## config.mk

```make
export PLATFORM = sky130hd
export DESIGN_NAME = temp_monitor_limit_alert
export DESIGN_NICKNAME = d
export VERILOG_FILES = /design/src/verilog/pin_sync.v /design/src/verilog/limit_compare.v /design/src/verilog/temp_monitor_limit_alert.v
export VERILOG_INCLUDE_DIRS = /design/src /design/src/verilog
export SDC_FILE = /design/constraint.sdc
export NUM_CORES = 1
export LEC_CHECK = 0
export ABC_AREA = 0
export BUFFER_PORTS_ARGS = -buffer_cell sky130_fd_sc_hd__buf_2
export CORE_MARGIN = 2
export CORE_UTILIZATION = 32
export CTS_BUF_LIST = sky130_fd_sc_hd__clkbuf_4
export DETAILED_ROUTE_END_ITERATION = 16
export PLACE_DENSITY = 0.6
export SYNTH_ARGS = -nofsm -noshare
export SYNTH_HDL_FRONTEND = slang
export SYNTH_SLANG_ARGS = --single-unit
```

## constraint.sdc

```tcl
create_clock -name i_clk -period 6.94 [get_ports i_clk]
set_clock_uncertainty 0.05 [all_clocks]
set_input_delay 1.388 -clock i_clk [delete_from_list [all_inputs] [get_ports i_clk]]
set_output_delay 1.388 -clock i_clk [all_outputs]
set_load 0.02 [all_outputs]
```

## src/verilog/temp_monitor_consts.vh

```
`ifndef TEMP_MONITOR_CONSTS_VH
`define TEMP_MONITOR_CONSTS_VH
// ****************************************************************
// command codes seen on the byte-level command port
// ****************************************************************
`define CMD_LOCAL_TEMP_READ 8'h00
`define CMD_REMOTE_TEMP_READ 8'h01
`define CMD_STATUS_READ 8'h02
`define CMD_CONFIG_READ 8'h03
`define CMD_RATE_READ 8'h04
`define CMD_LOCAL_HIGH_READ 8'h05
`define CMD_LOCAL_LOW_READ 8'h06
`define CMD_REMOTE_HIGH_READ 8'h07
`define CMD_REMOTE_LOW_READ 8'h08
`define CMD_CONFIG_WRITE 8'h09
`define CMD_RATE_WRITE 8'h0a
`define CMD_LOCAL_HIGH_WRITE 8'h0b
`define CMD_LOCAL_LOW_WRITE 8'h0c
`define CMD_REMOTE_HIGH_WRITE 8'h0d
`define CMD_REMOTE_LOW_WRITE 8'h0e
`define CMD_SINGLE_CONVERSION 8'h0f
// ****************************************************************
// reset values
// ****************************************************************
`define RST_RATE 3'h2
`define RST_HIGH_LIMIT 8'h7f
`define RST_LOW_LIMIT 8'hc9
`define RST_TEMP 8'h00
`define RST_BYTE 8'h00
// ****************************************************************
// field positions
// ****************************************************************
`define CFG_MASK_BIT 7
`define CFG_HARD_STANDBY_PIN_BIT 6
`define ST_BUSY_BIT 7
`define ST_LHI_BIT 6
`define ST_LLO_BIT 5
`define ST_RHI_BIT 4
`define ST_RLO_BIT 3
`define ST_OPEN_BIT 2
`define RATE_W 3
// ****************************************************************
// fixed values
// ****************************************************************
`define ALERT_RESP_ADDR 7'h0c
`define FAULT_REMOTE_TEMP 8'h7f
`define FLAGS_NONE 5'h00
`define BASE_PERIOD_S 16
`define CONV_TIME_MS 170
`define CLK_HZ 125000000
`endif

```

## src/verilog/pin_sync.v

```verilog
`timescale 1ns/1ps
// ****************************************************************
// three-stage pin synchroniser with agreement filter
// ****************************************************************
module pin_sync #(
  parameter RST_VAL = 1'b0
) (
  input wire i_clk,
  input wire i_sys_rst,
  input wire i_pin,
  output wire o_level
);
  reg s1_q; // first stage, read only by s2
  reg s2_q; // second stage
  reg s3_q; // third stage
  reg lvl_q; // accepted level
  // shift chain; a change is taken once stages two and three agree
  always @(posedge i_clk) begin
    if (i_sys_rst) begin
      s1_q <= RST_VAL;
      s2_q <= RST_VAL;
      s3_q <= RST_VAL;
      lvl_q <= RST_VAL;
    end else begin
      s1_q <= i_pin;
      s2_q <= s1_q;
      s3_q <= s2_q;
      if (s2_q == s3_q) begin
        lvl_q <= s3_q;
      end
    end
  end
  assign o_level = lvl_q;
endmodule

```

## src/verilog/limit_compare.v

```verilog
`timescale 1ns/1ps
// ****************************************************************
// signed limit comparison for one channel
// ****************************************************************
module limit_compare (
  input wire [7:0] i_result,
  input wire [7:0] i_high,
  input wire [7:0] i_low,
  output wire o_high_trip,
  output wire o_low_trip
);
  // equal counts as tripped on both sides
  assign o_high_trip = ($signed(i_result) >= $signed(i_high)); // see [RULE25]
  assign o_low_trip = ($signed(i_result) <= $signed(i_low)); // see [RULE25]
endmodule

```

## src/verilog/temp_monitor_limit_alert.v

```verilog
`timescale 1ns/1ps
`include "temp_monitor_consts.vh"
// Summary of operation
// [RULE1] results are signed bytes, one degree each
// [RULE2] rate code uses three bits, 1/16 to 8 Hz
// [RULE3] rate code two after reset
// [RULE4] compare each result with limits, flag, alert
// [RULE5] high limits 127, low limits -55 at reset
// [RULE6] each limit has own write and read command
// [RULE7] send byte 0fh starts a conversion
// [RULE8] running mode one-shot starts now unless busy
// [RULE9] software standby one-shot converts once then idles
// [RULE10] hardware standby blocks one-shot conversions
// [RULE11] status bit 7 high while converting
// [RULE12] bits 6..3 local hi, lo, remote hi, lo
// [RULE13] bit 2 open diode, bits 1..0 zero
// [RULE14] reset clears flags; status is read only
// [RULE15] status read clears flags unless fault persists
// [RULE16] every flag except busy raises alert
// [RULE17] alert active low, open drain
// [RULE18] alert latched until alert response read
// [RULE19] alert response returns address, bit0 one
// [RULE20] response read releases alert unless fault persists
// [RULE21] host waits about 170 ms before status read
// [RULE22] config bit7 masks alert, bit6 software standby
// [RULE23] hardware standby aborts conversion, results kept
// [RULE24] diode fault stores 127, sets flags, alerts
// [RULE25] signed compare, equal trips both limits
module temp_monitor_limit_alert #(
  parameter BASE_PERIOD_CYCLES = `CLK_HZ * `BASE_PERIOD_S, // 16 s at code zero
  parameter CONV_CYCLES = (`CLK_HZ / 1000) * `CONV_TIME_MS // one conversion
) (
  input wire i_clk,
  input wire i_sys_rst,
  input wire i_wr_strobe,
  input wire [7:0] i_wr_cmd,
  input wire [7:0] i_wr_data,
  input wire i_send_strobe,
  input wire [7:0] i_send_cmd,
  input wire i_rd_strobe,
  input wire [7:0] i_rd_cmd,
  input wire i_ara_strobe,
  input wire [6:0] i_slave_addr,
  output wire [7:0] o_rd_data,
  output wire o_rd_valid,
  output wire o_ara_ack,
  input wire [7:0] i_local_sample,
  input wire [7:0] i_remote_sample,
  input wire i_diode_open,
  input wire i_diode_short,
  input wire i_hard_standby_pin_n,
  output wire o_conv_start,
  output wire o_alert_o,
  output wire o_alert_oe_n,
  output wire [7:0] o_local_temp_result,
  output wire [7:0] o_remote_temp_result
);
  // ****************************************************************
  // declarations
  // ****************************************************************
  localparam ST_IDLE = 1'b0; // no conversion running
  localparam ST_BUSY = 1'b1; // conversion in progress
  reg state_q; // converter state
  reg state_d;
  reg [31:0] rate_cnt_q; // interval timer between automatic conversions
  reg [31:0] rate_cnt_d;
  reg [31:0] conv_cnt_q; // cycles spent in the running conversion
  reg [31:0] conv_cnt_d;
  reg [`RATE_W-1:0] rate_q; // conversion rate code
  reg [7:0] loc_hi_q; // local high limit
  reg [7:0] loc_lo_q; // local low limit
  reg [7:0] rem_hi_q; // remote high limit
  reg [7:0] rem_lo_q; // remote low limit
  reg cfg_mask_q; // alert mask
  reg cfg_hard_standby_pin_q; // software standby
  reg [7:0] loc_temp_q; // local result
  reg [7:0] rem_temp_q; // remote result
  reg [7:0] loc_temp_d;
  reg [7:0] rem_temp_d;
  reg open_cap_q; // open fault caught at conversion start
  reg short_cap_q; // short fault caught at conversion start
  reg [4:0] flags_q; // latched flags, bits 6..2 of status
  reg [4:0] flags_d;
  reg [4:0] cond_q; // conditions seen by the last conversion
  reg [4:0] cond_d;
  reg alert_q; // alert latch
  reg alert_d;
  reg [7:0] rd_data_q; // read answer
  reg rd_valid_q;
  reg ara_ack_q;
  wire hard_hard_standby_pin_n; // synchronised standby pin, low means standby
  wire diode_open; // synchronised open fault
  wire diode_short; // synchronised short fault
  wire loc_hi_trip;
  wire loc_lo_trip;
  wire rem_hi_trip;
  wire rem_lo_trip;
  wire [7:0] rem_eff; // remote value after fault substitution
  wire oneshot; // single conversion command seen
  wire auto_due; // automatic interval expired
  wire start; // conversion begins this cycle
  wire conv_done; // conversion completes this cycle
  wire [4:0] set_evt; // flags set at completion
  wire status_rd; // status byte read this cycle
  wire [7:0] status_byte;

  // ****************************************************************
  // helpers
  // ****************************************************************
  // interval length for a rate code; each step halves the interval
  function [31:0] rate_period;
    input [`RATE_W-1:0] code;
    begin
      rate_period = BASE_PERIOD_CYCLES >> code; // see [RULE2]
    end
  endfunction

  // ****************************************************************
  // pin inputs
  // ****************************************************************
  // standby pin idles high so the device runs out of reset
  pin_sync #(
    .RST_VAL(1'b1)
  ) u_sync_hard_standby_pin (
    .i_clk(i_clk),
    .i_sys_rst(i_sys_rst),
    .i_pin(i_hard_standby_pin_n),
    .o_level(hard_hard_standby_pin_n)
  );
  pin_sync #(
    .RST_VAL(1'b0)
  ) u_sync_open (
    .i_clk(i_clk),
    .i_sys_rst(i_sys_rst),
    .i_pin(i_diode_open),
    .o_level(diode_open)
  );
  pin_sync #(
    .RST_VAL(1'b0)
  ) u_sync_short (
    .i_clk(i_clk),
    .i_sys_rst(i_sys_rst),
    .i_pin(i_diode_short),
    .o_level(diode_short)
  );

  // ****************************************************************
  // conversion sequencing
  // ****************************************************************
  assign oneshot = i_send_strobe && (i_send_cmd == `CMD_SINGLE_CONVERSION); // see [RULE7]
  assign auto_due = !cfg_hard_standby_pin_q && (rate_cnt_q >= rate_period(rate_q) - 32'h1);
  // one-shot is refused while busy or in hardware standby
  assign start = (state_q == ST_IDLE) && hard_hard_standby_pin_n && // see [RULE10]
    (oneshot || auto_due); // see [RULE8]
  assign conv_done = (state_q == ST_BUSY) && hard_hard_standby_pin_n && (conv_cnt_q >= CONV_CYCLES - 1);
  assign o_conv_start = start;

  // next state of sequencer and timers
  always @* begin
    state_d = state_q;
    conv_cnt_d = conv_cnt_q;
    rate_cnt_d = rate_cnt_q;
    case (state_q)
      ST_IDLE: begin
        conv_cnt_d = 32'h0;
        // timer only runs in free-running mode; standby clears it to zero
        if (cfg_hard_standby_pin_q || !hard_hard_standby_pin_n) begin
          rate_cnt_d = 32'h0;
        end else begin
          rate_cnt_d = rate_cnt_q + 32'h1;
        end
        if (start) begin
          state_d = ST_BUSY; // see [RULE9]
          rate_cnt_d = 32'h0;
        end
      end
      ST_BUSY: begin
        conv_cnt_d = conv_cnt_q + 32'h1;
        // keep timing through the conversion so the interval is start to start
        rate_cnt_d = rate_cnt_q + 32'h1; // see [RULE2]
        if (!hard_hard_standby_pin_n) begin
          state_d = ST_IDLE; // see [RULE23]
        end else if (conv_done) begin
          state_d = ST_IDLE; // software standby stays idle afterwards, see [RULE9]
        end
      end
      default: begin
        state_d = ST_IDLE;
      end
    endcase
  end

  // ****************************************************************
  // comparison
  // ****************************************************************
  // a faulty diode reads as full scale
  assign rem_eff = (open_cap_q || short_cap_q) ? `FAULT_REMOTE_TEMP : i_remote_sample; // see [RULE24]
  limit_compare u_cmp_loc (
    .i_result(i_local_sample),
    .i_high(loc_hi_q),
    .i_low(loc_lo_q),
    .o_high_trip(loc_hi_trip),
    .o_low_trip(loc_lo_trip)
  );
  limit_compare u_cmp_rem (
    .i_result(rem_eff),
    .i_high(rem_hi_q),
    .i_low(rem_lo_q),
    .o_high_trip(rem_hi_trip),
    .o_low_trip(rem_lo_trip)
  );
  // order matches status bits 6..2; faults also set the remote high flag
  assign set_evt = conv_done ? {loc_hi_trip, loc_lo_trip,
                                rem_hi_trip | open_cap_q | short_cap_q, rem_lo_trip,
                                open_cap_q} : `FLAGS_NONE; // see [RULE4]

  // ****************************************************************
  // status, alert and results
  // ****************************************************************
  assign status_rd = i_rd_strobe && (i_rd_cmd == `CMD_STATUS_READ);
  assign status_byte = {(state_q == ST_BUSY), flags_q, 2'b00}; // see [RULE11] [RULE12] [RULE13]

  // flags, conditions, alert latch and results
  always @* begin
    loc_temp_d = loc_temp_q;
    rem_temp_d = rem_temp_q;
    cond_d = cond_q;
    if (conv_done) begin
      loc_temp_d = i_local_sample; // see [RULE1]
      rem_temp_d = rem_eff;
      cond_d = set_evt;
    end
    // read clears, persisting condition keeps, a new event wins over clear
    if (status_rd) begin
      flags_d = cond_q | set_evt; // see [RULE15]
    end else begin
      flags_d = flags_q | set_evt;
    end
    alert_d = alert_q;
    if (i_ara_strobe && alert_q) begin
      alert_d = |cond_q; // see [RULE20]
    end
    if (|set_evt) begin
      alert_d = 1'b1; // see [RULE16] [RULE18]
    end
  end

  // ****************************************************************
  // clocked state
  // ****************************************************************
  // registers; status has no write path
  always @(posedge i_clk) begin
    if (i_sys_rst) begin
      state_q <= ST_IDLE;
      rate_cnt_q <= 32'h0;
      conv_cnt_q <= 32'h0;
      rate_q <= `RST_RATE; // see [RULE3]
      loc_hi_q <= `RST_HIGH_LIMIT; // see [RULE5]
      loc_lo_q <= `RST_LOW_LIMIT;
      rem_hi_q <= `RST_HIGH_LIMIT;
      rem_lo_q <= `RST_LOW_LIMIT;
      cfg_mask_q <= 1'b0; // see [RULE22]
      cfg_hard_standby_pin_q <= 1'b0;
      loc_temp_q <= `RST_TEMP;
      rem_temp_q <= `RST_TEMP;
      open_cap_q <= 1'b0;
      short_cap_q <= 1'b0;
      flags_q <= `FLAGS_NONE; // see [RULE14]
      cond_q <= `FLAGS_NONE;
      alert_q <= 1'b0;
    end else begin
      state_q <= state_d;
      rate_cnt_q <= rate_cnt_d;
      conv_cnt_q <= conv_cnt_d;
      loc_temp_q <= loc_temp_d;
      rem_temp_q <= rem_temp_d;
      flags_q <= flags_d;
      cond_q <= cond_d;
      alert_q <= alert_d;
      // diode checked once per conversion, at its start
      if (start) begin
        open_cap_q <= diode_open; // see [RULE24]
        short_cap_q <= diode_short;
      end
      if (i_wr_strobe) begin
        case (i_wr_cmd)
          `CMD_CONFIG_WRITE: begin
            cfg_mask_q <= i_wr_data[`CFG_MASK_BIT]; // see [RULE22]
            cfg_hard_standby_pin_q <= i_wr_data[`CFG_HARD_STANDBY_PIN_BIT];
          end
          `CMD_RATE_WRITE: begin
            rate_q <= i_wr_data[`RATE_W-1:0]; // see [RULE2]
          end
          `CMD_LOCAL_HIGH_WRITE: begin
            loc_hi_q <= i_wr_data; // see [RULE6]
          end
          `CMD_LOCAL_LOW_WRITE: begin
            loc_lo_q <= i_wr_data;
          end
          `CMD_REMOTE_HIGH_WRITE: begin
            rem_hi_q <= i_wr_data;
          end
          `CMD_REMOTE_LOW_WRITE: begin
            rem_lo_q <= i_wr_data;
          end
          default: begin
            // read codes and reserved codes store nothing
          end
        endcase
      end
    end
  end

  // ****************************************************************
  // read answers
  // ****************************************************************
  // answer one cycle after the strobe; alert response wins over a byte read
  always @(posedge i_clk) begin
    if (i_sys_rst) begin
      rd_data_q <= `RST_BYTE;
      rd_valid_q <= 1'b0;
      ara_ack_q <= 1'b0;
    end else begin
      rd_valid_q <= i_rd_strobe || (i_ara_strobe && alert_q);
      ara_ack_q <= i_ara_strobe && alert_q; // no answer when nothing is pending
      if (i_ara_strobe) begin
        rd_data_q <= alert_q ? {i_slave_addr, 1'b1} : `RST_BYTE; // see [RULE19]
      end else if (i_rd_strobe) begin
        case (i_rd_cmd)
          `CMD_LOCAL_TEMP_READ: rd_data_q <= loc_temp_q;
          `CMD_REMOTE_TEMP_READ: rd_data_q <= rem_temp_q;
          `CMD_STATUS_READ: rd_data_q <= status_byte;
          `CMD_CONFIG_READ: rd_data_q <= {cfg_mask_q, cfg_hard_standby_pin_q, 6'h00};
          `CMD_RATE_READ: rd_data_q <= {5'h00, rate_q};
          `CMD_LOCAL_HIGH_READ: rd_data_q <= loc_hi_q; // see [RULE6]
          `CMD_LOCAL_LOW_READ: rd_data_q <= loc_lo_q;
          `CMD_REMOTE_HIGH_READ: rd_data_q <= rem_hi_q;
          `CMD_REMOTE_LOW_READ: rd_data_q <= rem_lo_q;
          default: rd_data_q <= `RST_BYTE;
        endcase
      end
    end
  end

  // ****************************************************************
  // outputs
  // ****************************************************************
  assign o_rd_data = rd_data_q;
  assign o_rd_valid = rd_valid_q;
  assign o_ara_ack = ara_ack_q;
  // open drain: only ever pulls low, enable low while pulling
  assign o_alert_o = 1'b0; // see [RULE17]
  assign o_alert_oe_n = ~(alert_q & ~cfg_mask_q); // see [RULE17] [RULE22]
  assign o_local_temp_result = loc_temp_q;
  assign o_remote_temp_result = rem_temp_q;
endmodule

```

### After elaboration in Yosys (flattened, before gate mapping)

Cells that the tools add are included.

* input port bits: 64
* logic and storage cells: 110
* output and inout port bits: 29
* flip-flop bits (word level): 153

* $add $sub $neg: 3
* bitwise logic cells: 8
* multiplexer cells: 17
* $lt $le $gt $ge: 6
* equal/unequal tests: 18
* shifts and indexed selects: 1
* reductions and logical operators: 25

Operator list (count)
* 32-bit case mux with 2 select lines: 2
* 8-bit case mux with 9 select lines: 1
* 32-bit by 1-bit adder with 32-bit output, second input constant: 2
* 8-bit by 4-bit == test with 1-bit output, second input constant: 8
* 32-bit two-way mux: 2
* 8-bit by 3-bit == test with 1-bit output, second input constant: 4
* 32-bit by 25-bit greater-or-equal comparator with 1-bit output, second input constant: 1
* 32-bit greater-or-equal comparator: 1
* 8-bit two-way mux: 4
* 31-bit by 3-bit right shift with 32-bit output, first input constant: 1
* 32-bit by 1-bit subtractor with 32-bit output, second input constant: 1
* 8-bit by 2-bit == test with 1-bit output, second input constant: 2
* 8-bit greater-or-equal comparator: 2
* 8-bit <= comparator: 2
* 2-bit AND reduction: 6
* 5-bit two-way mux: 2
* 5-bit OR: 2
* 5-bit OR reduction: 2
* 8-bit by 1-bit == test with 1-bit output, second input constant: 1
* 1-bit logical AND: 8
* 8-bit zero test: 1
* 1-bit two-way mux: 5
* 1-bit logical OR: 4
* 2-bit nonzero test: 2
* 6 further kinds: 12

### Depth between registers and ports, before layout

Gate-level depths: netlist (run 1).

* depth after elaboration: 8
* gate-level depth with buffers: 18

### By module

Synthesis (run 1) repeated with hierarchy kept, for this count alone.

* cell total of the unflattened synthesis: 1023
* area, all modules: 8650.8 um^2

Modules (own cells, without submodules)
* temp_monitor_limit_alert: times used 1, area each 7517.2 um^2, cells each 881
* limit_compare: times used 2, area each 396.6 um^2, cells each 56
* pin_sync (u_sync_open ...): times used 2, area each 112.6 um^2, cells each 10
* pin_sync (u_sync_hard_standby_pin): times used 1, area each 115.1 um^2, cells each 10

### Worst setup path after synthesis (run 1)

Ideal clock, no wire load.

* kind: register to output
* from: reg rate_q[1]
* to: out o_conv_start
* slack: 1.942 ns
* path buffers: 1
* required time: 5.502 ns
* cell stages (with the launch flop): 16
* data arrival time: 3.560 ns
* cells stage by stage: dfxtp_1 > clkbuf_1 > inv_1 > ha_1 > nand2_1 > o22a_1 > or3_1 > o41ai_1 > mux2_2 > ha_1 > and2_0 > a221o_1 > a221oi_1 > o211ai_1 > nand3_1 > a21oi_1

* cells in the longest elaborated chain, start to end: 6

RTL lines
* from (decl): line temp_monitor_limit_alert.v:69 `` reg [`RATE_W-1:0] rate_q; ``
* from (signal assigned): line temp_monitor_limit_alert.v:257 `` rate_q <= `RST_RATE; ``
* from (signal assigned): line temp_monitor_limit_alert.v:292 `` rate_q <= i_wr_data[`RATE_W-1:0]; ``
* 31-bit by 3-bit right shift with 32-bit output: line temp_monitor_limit_alert.v:114 `rate_period = BASE_PERIOD_CYCLES >> code;`
* 32-bit by 1-bit subtractor with 32-bit output: line temp_monitor_limit_alert.v:151 `assign auto_due = !cfg_hard_standby_pin_q && (rate_cnt_q >= rate_period(rate_q) - 32'h1);`
* 32-bit greater-or-equal comparator: line temp_monitor_limit_alert.v:151
* 1-bit logical AND: line temp_monitor_limit_alert.v:151
* 1-bit logical OR: line temp_monitor_limit_alert.v:154 `(oneshot || auto_due);`
* 1-bit logical AND: line temp_monitor_limit_alert.v:153 `assign start = (state_q == ST_IDLE) && hard_hard_standby_pin_n &&`
* to (decl): line temp_monitor_limit_alert.v:52 `output wire o_conv_start,`

No other way between the ends.

### Worst setup path after layout (run 1)

Same ends and word-level chain as after synthesis.

==> flow_summary_export.csv, run 1 <==
group,metric,value,unit
cts,cts_tree,"done",
cts,clockBufferDepth,2,
die,initial_utilization,32.3,%
global_route,first_global_vias,6755,
global_route,gr-usage-met3,2.87,%
sta,shortest_clock_period_the_worst_path_allows_after_layout,6210,ps
finish,ratio_of_cells_with_drive_above_1_in_the_final_layout,14.5,%
place,dpl-instance-area,0.00926,mm2
worst_setup_path,critical_path.max_fanout,14,
worst_setup_path,crit_type,"flop to primary output",
worst_setup_path,setup.worst_path.start_class,"flop",
detailed_routing,postRouteAntennaNets,0,
power_and_ir_drop,power.density_cell_area,163,mW/mm2
finish,sequential_cell_area,0.00306,mm2
global_route,grt_overflow,0,
worst_setup_path,required,5500,ps
detailed_routing,via_count,7146,
sta,worst_relative_slew_slack,27.1,%
logic_synthesis,synth_fp_nets,1141,
worst_setup_path,cpMaxStageDelayCell,"sky130_fd_sc_hd__dfxtp_1",
place,pre_cts_slack,1370,ps
finish,area_growth,10.9,%
logic_synthesis,yosys_register_bits,153,
die,design.portCount,93,
sta,min_period_over_period,89.5,%
place,io_buffers,91,
worst_setup_path,crit_path_max_incr_delay,680,ps
sta,fin_tns_setup,0,ps
sta,post-route-worst-setup-slack,732,ps
detailed_routing,detail_route.first_pass.iterations,4,
finish,post_layout_nonfiller_instances,1431,
worst_setup_path,cp_num_buf_inv,2,
cts,clk_transition_reported_paths,130,ps
cts,worst_skew_pair.late_latency,560,ps
global_route,top_usage_layer,"met2",
die,die_x,168,um
global_route,grt_first_pass_wirelength,34.3,mm
worst_hold_path,hold_path_class,"flop to flop",
global_route,grt_antenna_before_repair,1,
sta,final_max_slew_viol_count,0,
cts,post_cts.repair.setup_buffers,0,
place,post-dp-hpwl,15.7,mm
worst_setup_path,cp_num_cells,15,
power_and_ir_drop,p_total,1.55,mW
global_route,grt_use_met1,20.8,%
logic_synthesis,seq_area_frac_synth,35.6,%
cts,cts_hold_repair.buffers,0,
status,status,"finished, final reports clean",
logic_synthesis,synthesized_area,0.00860,mm2
detailed_routing,detailedRoute.firstIterationViolations,412,
worst_setup_path,critical-path-top-delay-family,"compound AO/OA/AOI/OAI gates",
worst_setup_path,crit_top_cell,"sky130_fd_sc_hd__ha_1",
worst_setup_path,cp_cell_sequence,"inv_1 > ha_1 > nand2_1 > o22a_1 > or3_1 > o41ai_1 > mux2_2 > ha_1 > and2_0 > a221o_1 > a221oi_1 > o211ai_1 > nand3_1 > a21oi_1 > buf_2",
die,std_cell_rows,60,
worst_setup_path,timing.reg2reg.worst_path_depth,16,
finish,combined_area_of_the_multi_input_logic_cells,0.00510,mm2
worst_hold_path,hp-start,"u_sync_hard_standby_pin.s1_q$_SDFF_PP1_",
logic_synthesis,avgSynthCellArea,8.54,um2
worst_setup_path,startpoint,"rate_q[1]$_SDFFE_PP1P_",
cts,cts_root_buffer,"sky130_fd_sc_hd__clkbuf_4",
cts,cts_made_buffers,17,
cts,cts_h_tree_depth,4,
global_route,largest_net_degree_at_the_start_of_global_routing,92,
die,floorplan.core_area,0.0267,mm2
detailed_routing,via_per_inst,4.99,
finish,fin_nets,1210,
sta,fmax,161,MHz
worst_setup_path,arrival,4770,ps
power_and_ir_drop,p_leak,4.02,nW
cts,clock-sinks,153,
logic_synthesis,dominantRegCellSynth,"sky130_fd_sc_hd__dfxtp_1",
finish,post-route-util,35.8,%
place,numPlacedInstances,1398,
sta,hold_ws,373,ps
sta,finalHoldViolCount,0,
die,floorplan.die.height,168,um
global_route,global_route.usage.met2,24.4,%
detailed_routing,drt_drc_violations_left,0,
global_route,global_routing_usage_summed_across_all_routing_layers,15.0,%
logic_synthesis,yosys.cell_types.count,75,
finish,final_area,0.00954,mm2
logic_synthesis,syn-instance-count,1007,
cts,post_cts_resize_count,0,
place,gpl.final_weighted_congestion,0.879,
detailed_routing,drt-total-wl,20.9,mm
finish,fillCellCount,2804,
logic_synthesis,synth_edf_count,0,
detailed_routing,route.detailed.wl_per_inst,14.6,um
logic_synthesis,async_reset_ff_share,0,%
die,die_area,0.0282,mm2
flow_run,max_cap_viol_count,0,
sta,rsz0062_at_grt,"no",
power_and_ir_drop,irDropWorstVdd,0.0860,mV
logic_synthesis,synth_warnings,0,
worst_setup_path,end_kind,"primary output",
worst_hold_path,worst_hold_path.num_cells,1,
sta,tightest_slew,1090,ps
sta,setup_viol,0,
worst_setup_path,worst_r2r_startpoint,"rate_q[1]$_SDFFE_PP1P_",
worst register-to-register path, delay by kind of cell, from the launching register on:
| family | cells | cell delay, ps |
|---|---|---|
| compound gates | 7 | 1540 |
| simple gates | 4 | 790 |
| flops | 1 | 680 |
| fa+ha+maj | 2 | 680 |
| buf+inv | 2 | 500 |
| mux | 1 | 230 |
cell families after synthesis:
| family | synth area share, % |
|---|---|
| buffers and inverters | 5.12 |
| adders and majority gates | 10.2 |
| and+or+nand+nor | 22.8 |
| other | 0.0873 |
| muxes | 6.30 |
| AOI/OAI and AO/OA | 13.4 |
| xor gates and xnor gates | 6.52 |
| DFF | 35.6 |
cells in the final DEF (no fill, tap or decap), types with 4 or more instances in the layout:
cell type                    netlist  layout
sky130_fd_sc_hd__a211o_1          23      23
sky130_fd_sc_hd__nor2_1          168     168
sky130_fd_sc_hd__xor2_1           35      35
sky130_fd_sc_hd__o21ai_0          49      49
sky130_fd_sc_hd__clkinvlp_4        0       4
sky130_fd_sc_hd__nand3_1          37      37
sky130_fd_sc_hd__a221oi_1          6       6
sky130_fd_sc_hd__inv_1            52      52
sky130_fd_sc_hd__a21oi_1          44      44
sky130_fd_sc_hd__a22o_1            4       4
sky130_fd_sc_hd__nand4_1          16      16
sky130_fd_sc_hd__inv_8             0       4
sky130_fd_sc_hd__nand2b_1         12      12
sky130_fd_sc_hd__nor3_1           18      18
sky130_fd_sc_hd__a21o_1            4       4
sky130_fd_sc_hd__ha_1             70      70
sky130_fd_sc_hd__mux2_2            9       9
sky130_fd_sc_hd__xnor2_1          29      29
sky130_fd_sc_hd__nand2_1          60      60
sky130_fd_sc_hd__or3_1            11      11
sky130_fd_sc_hd__mux2i_1          35      35
sky130_fd_sc_hd__mux4_2            4       4
sky130_fd_sc_hd__and3_1           21      21
sky130_fd_sc_hd__o211ai_1          4       4
sky130_fd_sc_hd__o31ai_1           4       4
sky130_fd_sc_hd__buf_2            12      91
sky130_fd_sc_hd__and4_1            4       4
sky130_fd_sc_hd__clkbuf_4          0      18
sky130_fd_sc_hd__a211oi_1          7       7
sky130_fd_sc_hd__dfxtp_1         153     153
sky130_fd_sc_hd__nand4b_1          4       4
sky130_fd_sc_hd__or2_2             6       6
sky130_fd_sc_hd__a22oi_1           6       6
sky130_fd_sc_hd__nor2b_1          16      16
layer usage:
| layer | vias to the layer above | part of all wire (%) |
|---|---|---|
| met5 | - | 0 |
| met4 | 0 | 0.97 |
| met3 | 9 | 3.7 |
| met2 | 125 | 45 |
| met1 | 3358 | 50 |
| li1 | 3654 | - |
path summary, 6_finish.rpt:
kind | endpoint | slack, ps
setup / recovery | o_conv_start | 730
hold / removal | u_sync_hard_standby_pin.s2_q$_SDFF_PP1_ | 370
setup reg to reg | rate_cnt_q[12]$_SDFF_PP0_ | 2440
hold reg to reg | u_sync_hard_standby_pin.s2_q$_SDFF_PP1_ | 370
synth_stat cells, drive strengths merged (4+ instances only):
library cell | count | area share (%)
nand2b | 12 | 0.87
a211oi | 8 | 0.76
ha | 70 | 10
and4 | 5 | 0.52
and2 | 5 | 0.38
o31ai | 4 | 0.35
o21ai | 49 | 2.9
mux4 | 4 | 1.0
a22o | 4 | 0.41
nor3b | 4 | 0.52
nand4 | 16 | 1.2
xor2 | 35 | 3.6
mux2 | 9 | 1.2
nand3 | 37 | 2.2
or3 | 11 | 0.80
or2 | 6 | 0.44
clkbuf | 23 | 1.1
a21o | 4 | 0.35
buf | 20 | 1.7
nor3 | 18 | 1.0
inv | 52 | 2.3
a21oi | 44 | 2.6
o211ai | 4 | 0.35
a211o | 23 | 2.3
dfxtp | 153 | 36
nand2 | 61 | 2.7
xnor2 | 29 | 3.0
a221oi | 6 | 0.61
nor2 | 171 | 7.8
a22oi | 6 | 0.52
nor2b | 16 | 1.2
and3 | 21 | 1.5
mux2i | 35 | 4.1
nand4b | 4 | 0.41
power by group:
part | total [mW] | leakage [nW] | switching, mW | internal (mW)
combinational | 0.110 | 2.64 | 0.0660 | 0.0440
clock | 0.554 | 0.141 | 0.361 | 0.192
sequential | 0.889 | 1.24 | 0.00377 | 0.885
flip-flops by register name (all words and copies together) (netlist names), 8 cells and up:
name,count
conv_cnt_q,32
loc_hi_q,8
loc_lo_q,8
o_local_temp_result,8
o_rd_data,8
o_remote_temp_result,8
rate_cnt_q,32
rem_hi_q,8
rem_lo_q,8
layout make-up:
cell class                      instances  area share [%]
Clock inverter                         14            1.47
Clock buffer                           18            1.42
Antenna cell                            1          0.0262
Tap cell                              341            4.47
Inverter                               53            2.09
Sequential cell                       153            32.1
Multi-Input combinational cell        758            53.5
Timing Repair Buffer                   93            4.93
Power figures use the tool's default switching activity.
==> run 2: changes to the inputs <==
CORE_UTILIZATION = 64   (was 32)
CTS_BUF_LIST = sky130_fd_sc_hd__clkbuf_16   (was sky130_fd_sc_hd__clkbuf_4)
PLACE_DENSITY = 0.95   (was 0.6)
==> run 2 against run 1 <==
  * Cell count fell by 12%
  * Sequential cell count did not move
  * Register-to-register slack got worse by 50 ps
  * Total power rose by 23%
  * Largest cell class unchanged
==> flow_summary_export.csv, run 2 (synthesized netlist as in run 1, its figures left out) <==
group,metric,value,unit
status,status,"finished, final reports clean",
detailed_routing,detail_route.first_pass.iterations,7,
finish,final_area,0.00963,mm2
sta,final_max_slew_viol_count,0,
global_route,grt_overflow,0,
die,die_x,120,um
die,design.portCount,93,
worst_setup_path,setup.worst_path.start_class,"flop",
worst_setup_path,rrSetupSlack,2390,ps
place,io_buffers,91,
detailed_routing,drt-total-wl,21.2,mm
detailed_routing,detailedRoute.firstIterationViolations,782,
detailed_routing,via_per_inst,6.04,
die,initial_utilization,65.2,%
flow_run,max_cap_viol_count,0,
cts,cts_tree,"done",
place,post-dp-hpwl,14.8,mm
cts,post_cts.repair.setup_buffers,0,
place,numPlacedInstances,1233,
global_route,global_routing_usage_summed_across_all_routing_layers,29.9,%
finish,ratio_of_cells_with_drive_above_1_in_the_final_layout,14.4,%
die,floorplan.core_area,0.0132,mm2
sta,shortest_clock_period_the_worst_path_allows_after_layout,6100,ps
sta,fin_tns_setup,0,ps
finish,biggestRegsByFlops,"conv_cnt_q: 32 flops, rate_cnt_q: 32 flops",
global_route,grt_first_pass_wirelength,34.2,mm
power_and_ir_drop,irDropWorstVdd,0.173,mV
place,dpl-instance-area,0.00905,mm2
place,gpl.final_weighted_congestion,0.927,
finish,post_layout_nonfiller_instances,1264,
sta,min_period_over_period,87.9,%
detailed_routing,postRouteAntennaNets,0,
global_route,grt_antenna_before_repair,0,
finish,fin_nets,1210,
worst_setup_path,required,5500,ps
cts,cts_root_buffer,"sky130_fd_sc_hd__clkbuf_16",
global_route,largest_net_degree_at_the_start_of_global_routing,93,
finish,post-route-util,73.0,%
detailed_routing,route.detailed.wl_per_inst,16.8,um
sta,finalHoldViolCount,0,
finish,top_library_cells_by_usage_in_the_layout_fill_and_taps_aside,"sky130_fd_sc_hd__nor2_1 (168), sky130_fd_sc_hd__dfxtp_1 (153), sky130_fd_sc_hd__buf_2 (91)",
cts,cts_made_buffers,17,
worst_setup_path,arrival,4660,ps
power_and_ir_drop,p_leak,4.14,nW
cts,clock-sinks,153,
cts,cts_hold_repair.buffers,0,
sta,rsz0062_at_grt,"no",
finish,layout_commonest_cell,"sky130_fd_sc_hd__nor2_1",
worst_setup_path,critical_path.max_fanout,14,
cts,clk_transition_reported_paths,60,ps
detailed_routing,drt_drc_violations_left,0,
sta,worst_relative_slew_slack,32.5,%
power_and_ir_drop,power.density_cell_area,199,mW/mm2
sta,fmax,164,MHz
die,floorplan.die.height,120,um
worst_setup_path,crit_type,"flop to primary output",
finish,num_antenna_cells,0,
die,die_area,0.0144,mm2
finish,area_growth,12.0,%
die,std_cell_rows,42,
cts,clockBufferDepth,2,
cts,worst_skew_pair.late_latency,430,ps
worst_setup_path,end_kind,"primary output",
sta,tightest_slew,1010,ps
cts,post_cts_resize_count,0,
cts,cts_h_tree_depth,4,
worst_hold_path,hold_path_class,"flop to flop",
sta,setup_viol,0,
global_route,first_global_vias,7123,
detailed_routing,via_count,7629,
## run 2: changes by cell type in the layout (fill, tap and decap cells not counted)
cell                         change
sky130_fd_sc_hd__clkbuf_16      +17
sky130_fd_sc_hd__clkinv_1        -1
sky130_fd_sc_hd__bufinv_16       +1
sky130_fd_sc_hd__inv_6           -1
sky130_fd_sc_hd__clkbuf_4       -18
sky130_fd_sc_hd__clkinvlp_4      +3
sky130_fd_sc_hd__diode_2         -1
sky130_fd_sc_hd__clkinv_2        -1
sky130_fd_sc_hd__inv_1           +1
sky130_fd_sc_hd__inv_8           -4
sky130_fd_sc_hd__clkinv_4        +2
## run 2: worst paths after layout
kind | startpoint | endpoint | depth (start not counted)
min reg2reg | u_sync_short.s1_q$_SDFF_PP0_ | u_sync_short.s2_q$_SDFF_PP0_ | 1
min | u_sync_short.s1_q$_SDFF_PP0_ | u_sync_short.s2_q$_SDFF_PP0_ | 1
max | rate_q[1]$_SDFFE_PP1P_ | o_conv_start | 15
max reg2reg | rate_q[1]$_SDFFE_PP1P_ | rate_cnt_q[23]$_SDFF_PP0_ | 16
## run 2: routing by layer
layer,global-route usage [%],up-vias,routed length (um)
met4,13.5,0,642
met1,36.1,3592,8730
met3,7.51,55,1580
met5,0,-,0
li1,-,3640,-
met2,50.0,342,10200
## run 2: worst max-delay path, stage by stage (launching register included)
cell and delay (ps):
sky130_fd_sc_hd__dfxtp_1 670, sky130_fd_sc_hd__inv_1 280, sky130_fd_sc_hd__ha_1 470, sky130_fd_sc_hd__nand2_1 100, sky130_fd_sc_hd__o22a_1 240, sky130_fd_sc_hd__or3_1 360, sky130_fd_sc_hd__o41ai_1 230, sky130_fd_sc_hd__mux2_2 210
sky130_fd_sc_hd__ha_1 220, sky130_fd_sc_hd__and2_0 170, sky130_fd_sc_hd__a221o_1 290, sky130_fd_sc_hd__a221oi_1 270, sky130_fd_sc_hd__o211ai_1 190, sky130_fd_sc_hd__nand3_1 170, sky130_fd_sc_hd__a21oi_1 160, sky130_fd_sc_hd__buf_2 200
## run 2: metrics by stage
stage               hold slack (ps)  setup WS, ps  total power, mW
floorplan                       339          1940            0.974
global placement                367          1460             1.01
detailed placement              377          1380             1.02
CTS                             397           895             1.91
global route                    406           525             1.96
finish                          395           838             1.91
## run 2: final cells by class
type / count / area [um2]
Inverter: 53 / 199
Sequential cell: 153 / 3060
Clock buffer: 17 / 425
Tap cell: 176 / 220
Fill cell: 899 / 3560
Timing Repair Buffer: 93 / 470
Clock inverter: 14 / 151
Multi-Input combinational cell: 758 / 5100
## run 2: report_power, final
group,internal [mW],switching (mW)
Clock,0.528,0.384
Combinational,0.0445,0.0674
Sequential,0.884,0.00411
Total,1.46,0.455
